$ cat src/rbcc_regs.vh
// Constants for the reset, boot mode and clock control block
`ifndef RBCC_REGS_VH
`define RBCC_REGS_VH

// Chip modes
`define MODE_NORMAL 3'h0
`define MODE_NORMAL_XRAM 3'h1
`define MODE_BOOT_XRAM 3'h2
`define MODE_BOOT 3'h3
`define MODE_TEST 3'h4

// Reset sequencer states
`define ST_RESET 2'h0
`define ST_WAIT_LOCK 2'h1
`define ST_RUN 2'h2
`define ST_BROWNOUT 2'h3

// Brownout qualification time in ns (value not given, plain default)
`define BO_QUAL_NS 1000
`define CLK_PERIOD_NS 25
// Lock hold count after brownout recovery
`define BO_LOCK_CLOCKS 4096

// VCO multiplier
`define VCO_MULT 5'h0f

// Output divider K encodings
`define K_SEL_2 3'h0
`define K_SEL_16 3'h1
`define K_SEL_4 3'h2
`define K_SEL_5 3'h3
`define K_SEL_6 3'h4
`define K_SEL_8 3'h5
`define K_SEL_9 3'h6
`define K_SEL_10 3'h7

`endif

$ cat src/clock_divider.v
// Programmable slowdown divider, divides by 1 to 32
`timescale 1ns/10ps
`default_nettype none

module clock_divider #(
    parameter WIDTH = 5
) (
    // Clock and reset
    input wire i_clock,
    input wire i_rst,
    // Control
    input wire [WIDTH-1:0] i_reload,
    // Output
    output reg o_tick
);

    reg [WIDTH-1:0] count_q;

    // Reload value n divides by n+1; tick is one cycle wide
    always @(posedge i_clock or posedge i_rst) begin
        if (i_rst) begin
            count_q <= {WIDTH{1'b0}};
            o_tick <= 1'b0;
        end else if (count_q >= i_reload) begin
            count_q <= {WIDTH{1'b0}};
            o_tick <= 1'b1;
        end else begin
            count_q <= count_q + {{(WIDTH-1){1'b0}}, 1'b1};
            o_tick <= 1'b0;
        end
    end

endmodule // clock_divider

`default_nettype wire

$ cat src/reset_boot_clock_control.v
// Reset sequencing, boot mode selection, brownout and clock control
`timescale 1ns/10ps
`default_nettype none
`include "rbcc_regs.vh"

////////////////////////////////////////////////////////////////////////////////
// Summary of operation
// - Hold CPU reset after reset pin release until PLL lock is seen.
// - At reset rising edge, strap high gives normal, low gives bootstrap.
// - Hardware bootstrap also needs transmit pin high at reset release.
// - Transmit pin low with strap low at reset release gives test mode.
// - Software enters bootstrap via loader enable, swap clear, unlock.
// - Software bits 00 normal, 01 normal XRAM, 11 boot XRAM, 10 boot.
// - Brownout active for qualification time with reset pin high resets.
// - Brownout reset ends once detection is clear and PLL stays locked 4096 clocks.
// - Brownout flag sets when enabled; cleared by reset pin or software.
// - All port pins float while brownout persists with reset pin high.
// - Slowdown divider divides PLL clock by 1 to 32 from reload field.
// - Slowdown mode moves system clock source to slowdown divider.
// - VCO is fifteen times oscillator; PLL output is VCO over K.
// - Divider select encodes K as 2,16,4,5,6,8,9,10.
// - Map select set targets mapped SFR area, clear targets standard.
module reset_boot_clock_control #(
    parameter BO_LOCK_CYCLES = `BO_LOCK_CLOCKS,
    parameter REL_WIDTH = 5
) (
    // Clock and reset
    input wire i_clock,
    input wire i_rst,
    // Board pins
    input wire i_reset_n,
    input wire i_boot_strap_pin,
    input wire i_txd_pin,
    // Analog and PLL status
    input wire i_brownout_det,
    input wire i_pll_lock,
    // Software control
    input wire i_brownout_enable,
    input wire i_brownout_flag_clear,
    input wire i_boot_loader_enable_bit,
    input wire i_swap_bit,
    input wire i_unlock,
    input wire i_slowdown_mode,
    input wire [REL_WIDTH-1:0] i_slowdown_reload_field,
    input wire [2:0] i_k_select,
    input wire i_sfr_map_select,
    // Outputs
    output reg o_cpu_reset,
    output reg [2:0] o_chip_mode,
    output reg o_brownout_flag,
    output reg o_ports_tristate,
    output reg o_sys_tick,
    output reg o_clock_from_slowdown,
    output reg [4:0] o_pll_k,
    output reg [4:0] o_vco_mult,
    output reg o_sfr_mapped
);

    // Least qualification time rounds up
    localparam QUAL_CYCLES =
        (`BO_QUAL_NS + `CLK_PERIOD_NS - 1) / `CLK_PERIOD_NS;

    reg [1:0] state_q;
    reg reset_n_q;
    reg [12:0] bo_cnt_q;
    reg [12:0] lock_cnt_q;
    reg sel_slow_q;
    wire slow_tick;

    // Decode of the divider select
    function [4:0] k_factor;
        input [2:0] sel;
        begin
            case (sel)
                `K_SEL_2: k_factor = 5'd2;
                `K_SEL_16: k_factor = 5'd16;
                `K_SEL_4: k_factor = 5'd4;
                `K_SEL_5: k_factor = 5'd5;
                `K_SEL_6: k_factor = 5'd6;
                `K_SEL_8: k_factor = 5'd8;
                `K_SEL_9: k_factor = 5'd9;
                default: k_factor = 5'd10;
            endcase
        end
    endfunction

    ////////////////////////////////////////////////////////////////////////////
    // Reset sequencer and brownout

    always @(posedge i_clock or posedge i_rst) begin
        if (i_rst) begin
            state_q <= `ST_RESET;
            reset_n_q <= 1'b0;
            bo_cnt_q <= 13'h0;
            lock_cnt_q <= 13'h0;
            o_cpu_reset <= 1'b1;
            o_chip_mode <= `MODE_NORMAL;
            o_brownout_flag <= 1'b0;
            o_ports_tristate <= 1'b0;
        end else begin
            reset_n_q <= i_reset_n;
            // Brownout qualification counter
            if (i_brownout_det && i_reset_n)
                bo_cnt_q <= (bo_cnt_q < QUAL_CYCLES[12:0]) ?
                    bo_cnt_q + 13'h1 : bo_cnt_q;
            else
                bo_cnt_q <= 13'h0;
            // Set wins over software clear; the pin clears
            if (!i_reset_n)
                o_brownout_flag <= 1'b0;
            else if (i_brownout_det && i_brownout_enable)
                o_brownout_flag <= 1'b1;
            else if (i_brownout_flag_clear)
                o_brownout_flag <= 1'b0;
            o_ports_tristate <= i_reset_n && i_brownout_det;
            case (state_q)
                `ST_RESET: begin
                    o_cpu_reset <= 1'b1;
                    if (i_reset_n && !reset_n_q) begin
                        // Strap sampled only at the release edge
                        if (i_boot_strap_pin)
                            o_chip_mode <= `MODE_NORMAL;
                        else if (i_txd_pin)
                            o_chip_mode <= `MODE_BOOT;
                        else
                            o_chip_mode <= `MODE_TEST;
                        state_q <= `ST_WAIT_LOCK;
                    end
                end
                `ST_WAIT_LOCK: begin
                    if (!i_reset_n)
                        state_q <= `ST_RESET;
                    else if (i_pll_lock) begin
                        o_cpu_reset <= 1'b0;
                        state_q <= `ST_RUN;
                    end
                end
                `ST_RUN: begin
                    if (!i_reset_n) begin
                        o_cpu_reset <= 1'b1;
                        state_q <= `ST_RESET;
                    end else if (bo_cnt_q >= QUAL_CYCLES[12:0]) begin
                        o_cpu_reset <= 1'b1;
                        lock_cnt_q <= 13'h0;
                        state_q <= `ST_BROWNOUT;
                    end else if (i_unlock) begin
                        // Software chip mode change
                        case ({i_boot_loader_enable_bit, i_swap_bit})
                            2'b00: o_chip_mode <= `MODE_NORMAL;
                            2'b01: o_chip_mode <= `MODE_NORMAL_XRAM;
                            2'b11: o_chip_mode <= `MODE_BOOT_XRAM;
                            default: o_chip_mode <= `MODE_BOOT;
                        endcase
                    end
                end
                `ST_BROWNOUT: begin
                    o_cpu_reset <= 1'b1;
                    if (!i_reset_n)
                        state_q <= `ST_RESET;
                    else if (i_brownout_det || !i_pll_lock)
                        lock_cnt_q <= 13'h0;
                    else if (lock_cnt_q >= BO_LOCK_CYCLES[12:0] - 13'h1) begin
                        o_cpu_reset <= 1'b0;
                        state_q <= `ST_RUN;
                    end else
                        lock_cnt_q <= lock_cnt_q + 13'h1;
                end
                default: state_q <= `ST_RESET;
            endcase
        end
    end

    ////////////////////////////////////////////////////////////////////////////
    // Clock generation control

    clock_divider #(
        .WIDTH(REL_WIDTH)
    ) u_slowdown (
        .i_clock(i_clock),
        .i_rst(i_rst),
        .i_reload(i_slowdown_reload_field),
        .o_tick(slow_tick)
    );

    // Source changes only at a divider boundary so no pulse is cut short
    always @(posedge i_clock or posedge i_rst) begin
        if (i_rst) begin
            sel_slow_q <= 1'b0;
            o_sys_tick <= 1'b0;
            o_clock_from_slowdown <= 1'b0;
            o_pll_k <= 5'd2;
            o_vco_mult <= 5'd0;
            o_sfr_mapped <= 1'b0;
        end else begin
            if (slow_tick)
                sel_slow_q <= i_slowdown_mode;
            o_clock_from_slowdown <= sel_slow_q;
            o_sys_tick <= sel_slow_q ? slow_tick : 1'b1;
            o_pll_k <= k_factor(i_k_select);
            o_vco_mult <= `VCO_MULT;
            o_sfr_mapped <= i_sfr_map_select;
        end
    end

endmodule // reset_boot_clock_control

`default_nettype wire

$ cat config.mk
export PLATFORM = sky130hd
export DESIGN_NAME = reset_boot_clock_control
export DESIGN_NICKNAME = d
export VERILOG_FILES = /design/src/clock_divider.v /design/src/reset_boot_clock_control.v
export VERILOG_INCLUDE_DIRS = /design/src
export SDC_FILE = /design/constraint.sdc
export NUM_CORES = 1
export LEC_CHECK = 0
export BUFFER_PORTS_ARGS = -buffer_cell sky130_fd_sc_hd__buf_2
export CAP_MARGIN = 10
export CORE_MARGIN = 2
export CORE_UTILIZATION = 34
export CTS_BUF_LIST = sky130_fd_sc_hd__clkbuf_4
export DETAILED_ROUTE_END_ITERATION = 10
export PLACE_DENSITY = 0.56
export SLEW_MARGIN = 20
export SYNTH_ARGS = -nofsm -noshare
export SYNTH_HDL_FRONTEND = slang
export SYNTH_HIERARCHICAL = 1
export SYNTH_SLANG_ARGS = --single-unit
$ cat constraint.sdc
create_clock -name i_clock -period 2.4 [get_ports i_clock]
set_clock_uncertainty 0.2 [all_clocks]
set_input_delay 0.6 -clock i_clock [delete_from_list [all_inputs] [get_ports i_clock]]
set_output_delay 0.6 -clock i_clock [all_outputs]
set_load 0.01 [all_outputs]
# Word level (Yosys, flattened, before mapping)

Index checks and enable logic that the tools add are counted.

Flip-flop bits (word level): 51
Input port bits: 22
Bits in read-only memories: 0
RAM bits: 0
Logic and storage cells: 104
Memories kept: 0
Latch bits: 0

Order comparisons: 4
Reductions and logical operators: 15
Shift operators: 0
Bitwise logic cells: 0
Equality and inequality tests: 26
Div/mod/pow operators: 0
Muxes and demuxes: 40
$add $sub $neg: 3
Multipliers: 0

Operators with widths:

| operator                                                            | count |
|---|---|
| two-way mux 13 bit                                                  | 7 |
| one-hot mux 5 bit (7 select lines)                                  | 1 |
| adder 13 x 1 -> 13 bit, second input constant                       | 2 |
| one-hot mux 13 bit (2 select lines)                                 | 1 |
| two-way mux 3 bit                                                   | 6 |
| != test 2 bit, second input constant                                | 9 |
| two-way mux 2 bit                                                   | 8 |
| != test 3 bit, second input constant                                | 5 |
| AND reduction 5 bit                                                 | 3 |
| greater-or-equal comparator 13 x 12 -> 1 bit, second input constant | 1 |
| greater-or-equal comparator 13 x 6 -> 1 bit, second input constant  | 1 |
| < comparator 13 x 6 -> 1 bit, second input constant                 | 1 |
| two-way mux 1 bit                                                   | 12 |
| == test 3 bit, second input constant                                | 3 |
| one-hot mux 2 bit (4 select lines)                                  | 1 |
| == test 2 bit, second input constant                                | 3 |
| == test 3 x 2 -> 1 bit, second input constant                       | 2 |
| one-hot mux 2 bit (3 select lines)                                  | 1 |
| one-hot mux 3 bit (2 select lines)                                  | 1 |
| adder 5 x 1 -> 5 bit, second input constant                         | 1 |
| greater-or-equal comparator 5 bit                                   | 1 |
| two-way mux 5 bit                                                   | 1 |
| == test 2 x 1 -> 1 bit, second input constant                       | 2 |
| logical NOT 2 bit                                                   | 2 |
| other kinds (9)                                                     | 13 |

# Longest topological paths before layout

Gate-level depths: netlist of run 1.

Word-level depth: 6
Mapped depth: 7
Mapped depth without buffers: 6

# Modules after synthesis

The synthesis of run 1 kept the hierarchy.

By module, submodules not included:

| module                   | cells an instance | area an instance (sq um) | times used |
|---|---|---|---|
| reset_boot_clock_control | 206               | 2,173.3                  | 1 |
| clock_divider            | 35                | 371.6                    | 1 |

# Least setup slack after synthesis of run 1

No wires, ideal clock.

Path type: input -> register
From: in i_pll_lock
To: reg lock_cnt_q[7]
Required time: 2,074 ps
Arrival time: 1,850 ps
Setup slack: 224 ps
Buffers on the path: 1
Library setup time: 126 ps
Cell stages on the path: 6
Path through: nor2b_1 -> and4_1 -> a32o_2 -> or2_1 -> buf_6 -> a221o_1

Longest elaborated chain between the ends: 5
Elaborated cells on any way between the ends: 7
Classes of those cells: eq/ne (1); mux (3); reduce/logical (3)

RTL lines:

| what                                | line                           | RTL |
|---|---|---|
| start, declared                     | reset_boot_clock_control.v:36  | `input wire i_pll_lock,` |
| logical NOT 1 bit (*)               | reset_boot_clock_control.v:160 | `else if (i_brownout_det \|\| !i_pll_lock)` |
| logical OR 1 bit (*)                | reset_boot_clock_control.v:160 |  |
| two-way mux 13 bit                  | reset_boot_clock_control.v:160 |  |
| two-way mux 13 bit                  | reset_boot_clock_control.v:158 | `if (!i_reset_n)` |
| one-hot mux 13 bit (2 select lines) | reset_boot_clock_control.v:116 | `case (state_q)` |
| end signal, assigned                | reset_boot_clock_control.v:166 | `lock_cnt_q <= lock_cnt_q + 13'h1;` |
| end, declared                       | reset_boot_clock_control.v:66  | `reg [12:0] lock_cnt_q;` |

Every way passes the cells marked *; elsewhere a longest branch is shown, timed or not. The select of a mux whose other input is x is not followed.
A chain may end at the register's enable or synchronous reset.

# Final worst setup path of run 1

From: reg lock_cnt_q[0]
To: reg lock_cnt_q[4]

Longest elaborated chain between the ends: 5
Elaborated cells on any way between the ends: 8
Classes of those cells: add/sub (1); order compare (1); eq/ne (1); mux (4); reduce/logical (1)

RTL lines:

| what                                | line                           | RTL |
|---|---|---|
| adder 13 x 1 -> 13 bit              | reset_boot_clock_control.v:166 |  |
| two-way mux 13 bit                  | reset_boot_clock_control.v:162 | `else if (lock_cnt_q >= BO_LOCK_CYCLES[12:0] - 13'h1) begin` |
| two-way mux 13 bit                  | reset_boot_clock_control.v:160 |  |
| two-way mux 13 bit                  | reset_boot_clock_control.v:158 |  |
| one-hot mux 13 bit (2 select lines) | reset_boot_clock_control.v:116 |  |

Several ways; a longest one is shown, not always the timed one. The select of a mux whose other input is x is not followed.

==> results.txt, run 1 <==
* Outcome: finished clean
- Leakage power: 1.482 nW
- The count of endpoints failing hold in the final timing report was 0.
- The path with the worst hold slack has its endpoint at o_sfr_mapped.
- Maximum achievable frequency: 454.8 MHz
* Switching component of the power: 0.0005932 W
- Worst Hold Launch: i_sfr_map_select
- Via Count: 1,904
- After detailed routing, the average wire length per cell comes to 13.15 um.
* Overall track demand over capacity in global routing: 0.1357
* Relative slew margins: 0.6168
- Global placement routability congestion: 0.7703
* ANT nets after route: 0
- Area enclosed by the die boundary: 0.008193 mm^2
* Post-cts gate resize count: 0
* Internal power consumption: 0.001269 W
- Slowest stage cell on the critical path: dfrtp_1
- Initial core utilization: 0.3509
- At the pin with the least slew margin, the transition time is 0.5748 ns.
* Crit-path max FO: 9
* Critical path buffer and inverter count: 0
- Library cell used as clock root buffer: clkbuf_4
* Final nets: 323
- The H-tree was split into 2 levels.
- IR analysis of the VDD net gives a maximum drop of 441.9 uV.
- The total area inside the core boundary comes to 0.007253 mm^2.
- Hpwl dp: 3707 um
- Type of destination of the critical path: flip-flop
- In this run the register-to-register setup slack is 0.20 ns.
* Setup repair after global routing missed its margin: no
* Cells along the critical path: ha_1, a21oi_2, nor3b_4, a32o_2, or2_1, a221o_1
- Initial antenna violation count: 0
- During I/O placement, the number of pins put on the boundary was 41.
- Clock transition at the registers of the reported paths: 0.15 ns
- Accumulated negative setup slack: 0 ns
- Of the available clock period, the critical path in the final layout requires 0.9161.
- The critical path in this run is classified as reg -> reg.
* R2r startpoint: lock_cnt_q[0]
- Buffers placed on the I/O ports in this run total 39.
- Wire length of the first global-routing pass: 9052 um
- Share of async-settable or async-resettable flops after synthesis: 1.000
* DRC Markers: 0
* Clock period minus worst slack: 2.199 ns
- Count of flip-flops with a built-in enable after synthesis: 0
- Portion of total power attributed to sequential cells: 0.551
- Area delta synth->final: 16.47%
* TritonCTS clock tree: built
- Mapped Cells: 241
* Share of the yosys chip area belonging to registers: 0.5025
- Counting distinct cell types in the post-synthesis netlist gives 56.
* Die height: 90.52 um
- Register bit total from synthesis: 51
- The number of clock buffers added by TritonCTS is 5.
- The final-report max-slew violation count is 0.
* Max cap viols: 0
* Post-Layout Inst Area: 0.002964 mm^2
- In this run the core area contains 31 standard-cell rows.
- DR iter-0 viols: 132
- Using the TritonRoute via totals, the vias-per-cell ratio works out to 4.882.
- CTS saw 51 sinks.
* Worst Setup Start Kind: flip-flop
- For this design the ratio of total power to cell area is 628.1 mW/mm^2.
- Post-synth top flop: dfrtp_1
- The share of total power dissipated in combinational logic is 0.233.
- The endpoint identified for the worst register-to-register timing path is lock_cnt_q[4].
* Portion of total power attributed to the clock network: 0.216
* Logic depth of the worst register-to-register path: 6
* Maximum number of pins on one net before global-route repair: 46
* Post-synth net total: 274
- The cell area that synthesis handed to floorplanning was 0.002545 mm^2.
- Counting instances, the worst hold path has a depth of 1.
- Setup violations remaining at the end of the flow were counted as 0.
* Number of global-route vias before repair: 1,856
- On the critical path the largest part of the delay comes from compound AO/OA/AOI/OAI gates.
- Switching portion of total power: 0.3186
* Slowest Stage Delay on Critical Path: 0.42 ns
- The clock passes through at most 2 buffers.
- Standard cell area after detailed placement: 0.002897 mm^2
- Global-route congestion overflow total: 0
* Die W: 90.52 um
* First-pass iteration count of the detailed router: 4
* Final worst hold slack: 0.1286 ns
- For this run, the number of Yosys warnings is 6.
- Diode count: 0
* Required time of the worst setup path: 2.48 ns
- The clock reaches the later pin of the worst-skew pair after 0.37 ns.
- In this run the mean area of a mapped cell was 10.56 um^2.
- The path class of the tightest hold or removal check is in -> reg.
* Layout cell share with drive strength beyond 1: 0.2784
- Data arrival time of the critical path: 2.27 ns
- Summed over all layers, the routed wires come to 5128 um.
[per-layer routing]
layer,wire (um),up-vias,part of all wire,GRT usage
met2,2291,39,0.45,0.2015
met3,258,4,0.050,0.03589
met5,0,-,0,0
li1,-,956,-,-
met4,47,0,0.0092,0.03462
met1,2531,905,0.49,0.1968
[kinds of logic (layout without fill, tap and decap cells)]
| family | after synthesis | count (layout) | synth area share |
|---|---|---|---|
| buffers and inverters | 23 | 73 | 0.04326 |
| and+or+nand+nor | 93 | 93 | 0.2045 |
| adders and majority gates | 11 | 11 | 0.05408 |
| muxes | 6 | 6 | 0.02606 |
| xor gates and xnor gates | 8 | 8 | 0.02753 |
| AOI/OAI and AO/OA | 47 | 47 | 0.1391 |
| DFF | 51 | 51 | 0.5025 |
| other | 2 | 2 | 0.002951 |
[registers in the layout, indices dropped and copies added (netlist names), 2 cells and up]
signal,cells
lock_cnt_q,13
u_slowdown/count_q,5
state_q,2
o_pll_k,5
o_chip_mode,3
bo_cnt_q,13
[power groups by stage]
stage | logic [W] | clock network (W) | registers, W
floorplan | 0.000287 | 0 | 0.00105
global placement | 0.000423 | 0 | 0.00104
detailed placement | 0.000441 | 0 | 0.00104
CTS | 0.000441 | 0.000419 | 0.00103
global route | 0.000503 | 0.000457 | 0.00104
finish | 0.000434 | 0.000402 | 0.00103
[metrics by stage]
| stage | total power, W | setup WS [ns] | instances | util |
|---|---|---|---|---|
| after detailed placement | 0.001483 | 0.04325 | 381 | 0.3993 |
| after CTS | 0.001888 | 0.1854 | 390 | 0.4087 |
| after floorplan | 0.001338 | 0.2240 | 241 | - |
| final | 0.001862 | 0.2012 | 390 | 0.4087 |
| after global routing | 0.001999 | 0.09883 | 390 | 0.4087 |
| after global placement | 0.001466 | 0.05840 | 381 | 0.3993 |
[how the worst max path moves through the flow]
stage / from / slack, ns / cells after the start / to
global placement: i_pll_lock / 0.06 / 6 / lock_cnt_q[4]
CTS: lock_cnt_q[0] / 0.19 / 6 / lock_cnt_q[5]
finish: lock_cnt_q[0] / 0.20 / 6 / lock_cnt_q[4]
floorplan: i_pll_lock / 0.22 / 6 / lock_cnt_q[7]
detailed placement: i_pll_lock / 0.04 / 6 / lock_cnt_q[4]
global route: lock_cnt_q[0] / 0.1 / 6 / lock_cnt_q[5]
[what timing repair did]
item,in CTS,in global routing
setup endpoints to repair,0,0
hold buffers,1,0
hold endpoints to repair,6,0
setup buffers,0,0
[worst register-to-register path: stages (launching register included)]
cell,delay (ns)
dfrtp_1,0.42
ha_1,0.26
a21oi_2,0.17
nor3b_4,0.08
a32o_2,0.24
or2_1,0.36
a221o_1,0.39
[synth_stat cells, drive strengths merged, types with 4 or more instances]
cell type	n	area share
a21oi	6	0.015
a221o	4	0.016
a311oi	5	0.017
a31oi	4	0.0098
and2	5	0.013
and3	15	0.039
buf	6	0.018
clkbuf	5	0.0074
dfrtp	49	0.48
ha	11	0.054
inv	12	0.018
mux2	5	0.022
nand2	19	0.028
nand2b	4	0.0098
nand3	12	0.024
nor2	17	0.025
nor2b	4	0.0098
nor3b	5	0.021
o21ai	13	0.027
xor2	5	0.017
[layout make-up]
type | count | area, um^2
Fill cell | 713 | 4289
Timing Repair Buffer | 53 | 302.8
Inverter | 12 | 45.04
Clock buffer | 5 | 37.54
Multi-Input combinational cell | 167 | 1156
Sequential cell | 51 | 1279
Tap cell | 99 | 123.9
Clock inverter | 3 | 20.02
[cells in the final DEF (no fill, tap or decap), drive strengths merged, types with 3 or more instances in the layout]
cell	n
and2	5
nor3b	5
o21ai	13
nor2	17
and3	15
xnor2	3
nand4	3
inv	12
clkbuf	5
ha	11
xor2	5
dfrtp	49
nand3	12
nand2b	4
nand2	19
a221o	4
a311oi	5
and4	3
a31oi	4
a21oi	6
mux2	5
nor2b	4
buf	52
No activity file was read; power rests on OpenSTA's default activity.
==> inputs of run 2 (changes only) <==
--- a/config.mk
+++ b/config.mk
@@ -6,13 +6,14 @@
 export SDC_FILE = /design/constraint.sdc
 export NUM_CORES = 1
 export LEC_CHECK = 0
+export ABC_AREA = 1
 export BUFFER_PORTS_ARGS = -buffer_cell sky130_fd_sc_hd__buf_2
 export CAP_MARGIN = 10
 export CORE_MARGIN = 2
 export CORE_UTILIZATION = 34
 export CTS_BUF_LIST = sky130_fd_sc_hd__clkbuf_4
 export DETAILED_ROUTE_END_ITERATION = 10
-export PLACE_DENSITY = 0.56
+export PLACE_DENSITY = 0.55
 export SLEW_MARGIN = 20
 export SYNTH_ARGS = -nofsm -noshare
 export SYNTH_HDL_FRONTEND = slang
==> results.txt, run 2 <==
- The register area is 0.001279 mm^2 (unchanged).
- The average size of a mapped cell was 8.014 um^2 (-24%).
- Share of the yosys chip area belonging to registers: 0.4721 (-0.03040)
- Area delta synth->final: 12.98%
- Maximum vdd ir drop: 306.0 uV (-31%)
- The global-route wire length before repair was 8880 um (-1.9%).
* Logic depth of the worst register-to-register path: 11 (+5)
* Post-synth top flop: dfrtp_1
- The number of rows in the core area is 32 (+3.2%).
- Overall track demand over capacity in global routing: 0.1281 (-0.007672)
* PwrDens: 735.3 mW/mm^2 (+17%)
- Maximum number of pins on one net before global-route repair: 25 (-46%)
- Fillers: 815 (+14%)
- Counting stages on the worst path, the most repeated cell is nand2_1.
* Critical path buffer and inverter count: 0 (unchanged)
- The final-report max-slew violation count is 0 (unchanged).
* Final worst hold slack: 0.1410 ns (+0.01235 ns)
* Slowest stage cell on the critical path: dfrtp_1
- ANT nets after route: 0 (unchanged)
- Area enclosed by the die boundary: 0.008697 mm^2 (+6.2%)
* Register bit total from synthesis: 51 (unchanged)
* Share of async-settable or async-resettable flops after synthesis: 1.000 (unchanged)
- Global placement routability congestion: 0.8500 (+10%)
- Top post-synthesis cells by area: dfrtp_1 45%, nand2_1 12%, nor2_1 6.1%
- STA classifies the critical path endpoint as a flip-flop.
- Cell count of the worst hold path: 1 (unchanged)
- Post-synth net total: 371 (+35%)
* DRC Markers: 0 (unchanged)
- The global routing usage on met3 was 0.02659 (-0.009302).
- Maximum achievable frequency: 507.0 MHz (+11%)
- Worst Setup Start Kind: flip-flop
* Worst-skew pair later-pin latency: 0.37 ns (about the same)
- The number of nets in the finished design is 411 (+27%).
* Core footprint: 0.007727 mm^2 (+6.5%)
- Relative slew margins: 0.6630 (+0.04619)
* Number of port buffers: 39 (unchanged)
- In the post-synthesis netlist, the cell with the most instances is nand2_1.
- The floorplan die width came to 93.26 um (+3.0%).
- The initial antenna violation count came to 0 (unchanged).
- The total of warnings raised by yosys is 6 (unchanged).
* Footprint of the multi-input gates: 0.001181 mm^2 (+2.2%)
* Cell family contributing the most delay on the critical path: simple AND/OR/NAND/NOR gates
- The count of vias placed by the detailed router came to 2,146 (+13%).
- The worst hold path belongs to the class in -> reg.
- The library cells used most frequently in the layout, excluding fill and tap cells, are 85 x nand2_1, 49 x dfrtp_1, 44 x nor2_1, 41 x inv_1, 39 x buf_2.
- R2r startpoint: lock_cnt_q[1]
* Accumulated negative setup slack: 0 ns (unchanged)
- Die height: 93.26 um (+3.0%)
* Clock net sink count: 51 (unchanged)
* Number of different library cells in the post-synthesis netlist: 35 (-38%)
* Largest registers in the final layout: bo_cnt_q: 13 flops, lock_cnt_q: 13 flops
- The delay of the slowest cell on the worst path is 0.44 ns (+0.02 ns).
* Worst Max-Slew Pin Slew: 0.5047 ns (-0.07002 ns)
* Most numerous cell types in the synthesized netlist: 85 x nand2_1, 49 x dfrtp_1, 44 x nor2_1
* Count of flip-flops with a built-in enable after synthesis: 0 (unchanged)
- Library cell used as clock root buffer: clkbuf_4
- Clock period minus worst slack: 1.972 ns (-0.2264 ns)
- Num CTS Buffers: 5 (unchanged)
- Finish-stage setup viols: 0 (unchanged)
* Vias per inst: 4.471 (-8.4%)
- Worst Hold Launch: i_sfr_map_select
- The effective utilization at floorplan was 0.3506 (about the same).
- Final hold violation count: 0 (unchanged)
- Cells along the critical path: ha_1, nand2_1, nor2_2, nand3_1, nand2_2, o21bai_2, nand2_2, nand2_4, nand2_4, nand2_1, nand2_1
* Type of the worst setup path: reg -> reg
* Max cap viols: 0 (unchanged)
- Clock transition at the registers of the reported paths: 0.14 ns (about the same)
- The worst path required time was 2.46 ns (-0.02 ns).
- Outcome: finished clean
- Layout cell share with drive strength beyond 1: 0.1852 (-0.09317)
- The post-route core utilization came to 0.3960 (-0.01261).
- Area leader, netlist: dfrtp_1
* End of the worst register-to-register path: lock_cnt_q[6]
- DR iter-0 viols: 93 (-30%)
- Setup repair after global routing left no endpoint under its margin.
- Routed wire length: 5024 um (-2.0%)
- The number of instances in the synthesized netlist is 338 (+40%).
- Hpwl dp: 3805 um (+2.6%)
* Post-DR wirelength/cell: 10.47 um (-20%)
- GR met2 Demand/Resource: 0.2092 (+0.007740)
- The antenna diode count is 0 (unchanged).
* Leakage power: 1.507 nW (+1.6%)
- CTS Buffer Depth: 2 (unchanged)
* Global-route congestion overflow total: 0 (unchanged)
- The arrival time of data at the critical path endpoint came to 2.04 ns (-0.23 ns).
- The mapped cell area is 0.002709 mm^2 (+6.4%).
- The slack of the worst reg-to-reg path was 0.43 ns (+0.23 ns).
* First-pass iteration count of the detailed router: 4 (unchanged)
* H-tree levels: 2 (unchanged)
- The via count of the first global-routing pass came to 1,996 (+7.5%).
- Crit-path max FO: 14 (+5)
- Min-Delay Endpoint: o_sfr_mapped
- Final clock period utilization by the worst path: 0.8218 (-0.09435)
* Met1 usage: 0.1688 (-0.02797)
- The global routing stage identified its most utilized layer as met2.
* Leading cell type in the layout, fill and taps excluded: nand2_1
* Fraction of post-synthesis cell area in the top cell type by area: 0.4527 (-0.02915)
* TritonCTS clock tree: built
- The count of pins on the block boundary came to 41 (unchanged).
==> run 2: power by group <==
| group | internal, W | switching [W] | total [W] |
|---|---|---|---|
| Sequential | 0.000997 | 0.000102 | 0.00110 |
| Clock | 0.000214 | 0.000270 | 0.000484 |
| Combinational | 0.000257 | 0.000411 | 0.000668 |
| Total | 0.00147 | 0.000783 | 0.00225 |
==> run 2: logic make-up (layout without fill, tap and decap cells) <==
| family | after synthesis | after routing | synth area share |
|---|---|---|---|
| xor gates and xnor gates | 4 | 4 | 0.01294 |
| AOI/OAI and AO/OA | 31 | 31 | 0.07067 |
| buffers and inverters | 53 | 93 | 0.09191 |
| other | 2 | 2 | 0.002772 |
| and+or+nand+nor | 186 | 186 | 0.2988 |
| adders and majority gates | 11 | 11 | 0.05081 |
| DFF | 51 | 51 | 0.4721 |
==> run 2: per-layer routing <==
layer  share of wire  up-vias  routed length, um
li1                -     1136                  -
met1            0.50      982               2504
met2            0.46       23               2308
met3           0.029        5                146
met4           0.013        0                 65
met5               0        -                  0
==> run 2: cell type report <==
type | instances | area share
repair buffers | 42 | 0.07604
clock inverters | 2 | 0.01226
well taps | 102 | 0.04170
clock buffers | 5 | 0.01226
flip-flops and latches | 51 | 0.4178
inverters | 44 | 0.05397
multi-input cells | 234 | 0.3859
==> run 2: stage by stage <==
stage                     power (W)  worst slack [ns]  cells  instance area, um^2
after floorplan            0.001631            0.5439    338                 2709
after global placement     0.001789            0.3381    472                 2975
after detailed placement   0.001799            0.2607    472                 2975
after CTS                  0.002297            0.3967    480                 3060
after global routing       0.002439            0.2170    480                 3060
final                      0.002250            0.4277    480                 3060
==> run 2: repair_timing <==
item,in CTS,in global routing
hold buffers,1,0
gates resized for setup,0,0
hold endpoints to repair,6,0
setup buffers,0,0
==> run 2: worst max path at each step <==
stage	from	end	slack, ns	cells after the start
after global placement	i_pll_lock	lock_cnt_q[8]	0.34	9
after detailed placement	i_pll_lock	lock_cnt_q[2]	0.26	9
after floorplan	i_rst	bo_cnt_q[0]	0.54	1
after global routing	lock_cnt_q[1]	lock_cnt_q[7]	0.22	11
final	lock_cnt_q[1]	lock_cnt_q[6]	0.43	11
after CTS	bo_cnt_q[12]	lock_cnt_q[6]	0.40	7
==> inputs of run 3 (changes only) <==
--- a/config.mk
+++ b/config.mk
@@ -13,7 +13,7 @@
 export CORE_UTILIZATION = 34
 export CTS_BUF_LIST = sky130_fd_sc_hd__clkbuf_4
 export DETAILED_ROUTE_END_ITERATION = 10
-export PLACE_DENSITY = 0.55
+export PLACE_DENSITY = 0.57
 export SLEW_MARGIN = 20
 export SYNTH_ARGS = -nofsm -noshare
 export SYNTH_HDL_FRONTEND = slang
==> constraint.sdc (replaced) <==
create_clock -name i_clock -period 1.64 [get_ports i_clock]
set_clock_uncertainty 0.2 [all_clocks]
set_input_delay 0.41 -clock i_clock [delete_from_list [all_inputs] [get_ports i_clock]]
set_output_delay 0.41 -clock i_clock [all_outputs]
set_load 0.01 [all_outputs]
==> results.txt, run 3 (same netlist as run 2, synthesis figures left out) <==
- STA classifies the critical path startpoint as a flip-flop.
- The global placer's final weighted congestion came to 0.8141 (-4.2%).
- Maximum number of pins on one net before global-route repair: 16 (-36%)
- The fill cell instance count of the final layout came to 758 (-7.0%).
* Hpwl dp: 4252 um (+12%)
* Leakage power: 1.786 nW (+19%)
- The max-cap check violation count came to 0 (unchanged).
- Wire length of the first global-routing pass: 10,850 um (+22%)
* Overall track demand over capacity in global routing: 0.1555 (+0.02747)
* Core footprint: 0.007727 mm^2 (unchanged)
* Initial core utilization: 0.3506 (unchanged)
- The post-route total power is 0.003715 W (+65%).
* Maximum vdd ir drop: 664.7 uV (+120%)
- The area growth from synthesis to layout is 34.46%.
- The critical path starts at bo_cnt_q[5].
- Post-DR wirelength/cell: 11.31 um (+8.1%)
- The maximum buffer depth of the clock tree was 2 (unchanged).
- The post-route DRC violation count came to 0 (unchanged).
- Num CTS Buffers: 5 (unchanged)
* Commonest cells after routing, fill and taps aside: 78 x nand2_1, 49 x dfrtp_1, 47 x buf_4, 41 x nor2_1, 39 x inv_1
* Number of non-filler instances in the completed layout: 532 (+11%)
- Routed wire length: 6019 um (+20%)
- Diode count: 0 (unchanged)
- TritonCTS clock tree: built
- Vias per inst: 4.506 (+0.78%)
* Final Slew Violations: 0 (unchanged)
* PwrDens: 1020 mW/mm^2 (+39%)
* Die W: 93.26 um (unchanged)
- The worst path required time was 1.72 ns (-0.74 ns).
- R2r startpoint: bo_cnt_q[5]
- STA classifies the critical path endpoint as a flip-flop.
- The number of rows in the core area came to 32 (unchanged).
- Worst-case setup margin in the final layout: -0.1493 ns (-0.5770 ns)
- The number of placed instances with taps included was 514 (+8.9%).
* Worst Hold Launch: i_brownout_flag_clear
- The share of post-route cells with drive strength above 1 came to 0.3488 (+0.1637).
- Number of port buffers: 39 (unchanged)
* Setup repair after global routing missed its margin: yes
- H-tree levels: 2 (unchanged)
* Clock period minus worst slack: 1.789 ns (-0.1830 ns)
- Data arrival time of the critical path: 1.87 ns (-0.17 ns)
* Violated checks: setup timing
- Worst-skew pair later-pin latency: 0.37 ns (about the same)
* Die height: 93.26 um (unchanged)
- Library cell used as clock root buffer: clkbuf_4
* First-pass iteration count of the detailed router: 4 (unchanged)
- The initial antenna violation count came to 0 (unchanged).
- The clock edge transition at the registers on the reported setup and hold paths is 0.15 ns (about the same).
* Crit-path max FO: 7 (-7)
- Clock net sink count: 51 (unchanged)
* Finish-stage setup viols: 20 (+20)
- Largest registers in the final layout: bo_cnt_q: 13 flops, lock_cnt_q: 13 flops
* Via Count: 2,397 (+12%)
* Maximum achievable frequency: 558.9 MHz (+10%)
* Accumulated negative setup slack: -2.016 ns (-2.016 ns)
- Type of the worst setup path: reg -> reg
- Leading cell type in the layout, fill and taps excluded: nand2_1
- The min-delay analysis places its worst path in the category in -> reg.
- Number of global-route vias before repair: 2,455 (+23%)
- The die area is 0.008697 mm^2 (unchanged).
- Final hold violation count: 0 (unchanged)
* Number of primary I/O pins: 41 (unchanged)
- The flow ran to the end, but the final reports show violations.
- ANT nets after route: 0 (unchanged)
- Global-route congestion overflow total: 0 (unchanged)
- Final clock period utilization by the worst path: 1.091 (+0.2693)
* DR iter-0 viols: 71 (-24%)
- The number of nets in the finished design is 462 (+12%).
run 3: stage by stage:
stage                     setup WS, ns  hold slack, ns  instance area (um^2)  utilization
final                          -0.1493         0.01239                  3642       0.4713
after global routing           -0.3267         0.01361                  3642       0.4713
after CTS                      -0.1269        0.008293                  3608       0.4670
after detailed placement       -0.1759          0.1631                  3304       0.4276
after global placement         -0.1302          0.1571                  3304       0.4276
after floorplan                -0.1018       0.0009591                  2735            -
run 3: worst paths after layout:
kind	to	depth (start not counted)	slack [ns]
min in group asynchronous	u_slowdown/count_q[0]	3	0.30
max reg2reg	lock_cnt_q[0]	9	-0.15
max	lock_cnt_q[0]	9	-0.15
min	o_brownout_flag	2	0.01
min reg2reg	o_clock_from_slowdown	0	0.21
max in group asynchronous	lock_cnt_q[3]	4	0.47
run 3: power by group:
group	internal [W]	switching (W)	total (W)
clock	0.000357	0.000392	0.000749
combinational	0.000587	0.000785	0.00137
sequential	0.00146	0.000134	0.00159
total	0.00240	0.00131	0.00371
run 3: repair_timing:
item	CTS	global route
hold buffers	2	0
endpoints found under the setup margin	18	33
endpoints found under the hold margin	14	0
setup buffers	5	0
resized for setup	31	13
gates cloned	3	0
pin swaps	14	5
run 3: area by class of cell:
cell class              instances  area (um^2)  area share
repair inverters                1        7.507    0.002061
repair buffers                 90        603.1      0.1656
clock inverters                 1        30.03    0.008245
multi-input cells             236         1374      0.3772
inverters                      44        168.9     0.04638
flip-flops and latches         51         1279      0.3511
clock buffers                   7        52.55     0.01443
well taps                     102        127.6     0.03504
run 3: per-layer routing:
layer | vias up | track usage | part of all wire
met2 | 38 | 0.2548 | 0.46
met1 | 1114 | 0.2054 | 0.49
met4 | 0 | 0.05392 | 0.013
met5 | - | 0 | 0
met3 | 6 | 0.03062 | 0.033
li1 | 1239 | - | -
run 3: worst max-delay path, cell delays in order, from the launching register on:
cell,delay (ns)
dfrtp_1,0.42
nand2_1,0.09
nand3_2,0.09
nor2_4,0.13
nand2_2,0.06
o211ai_1,0.16
buf_4,0.16
clkinvlp_4,0.21
nand3_2,0.12
nand2_1,0.06
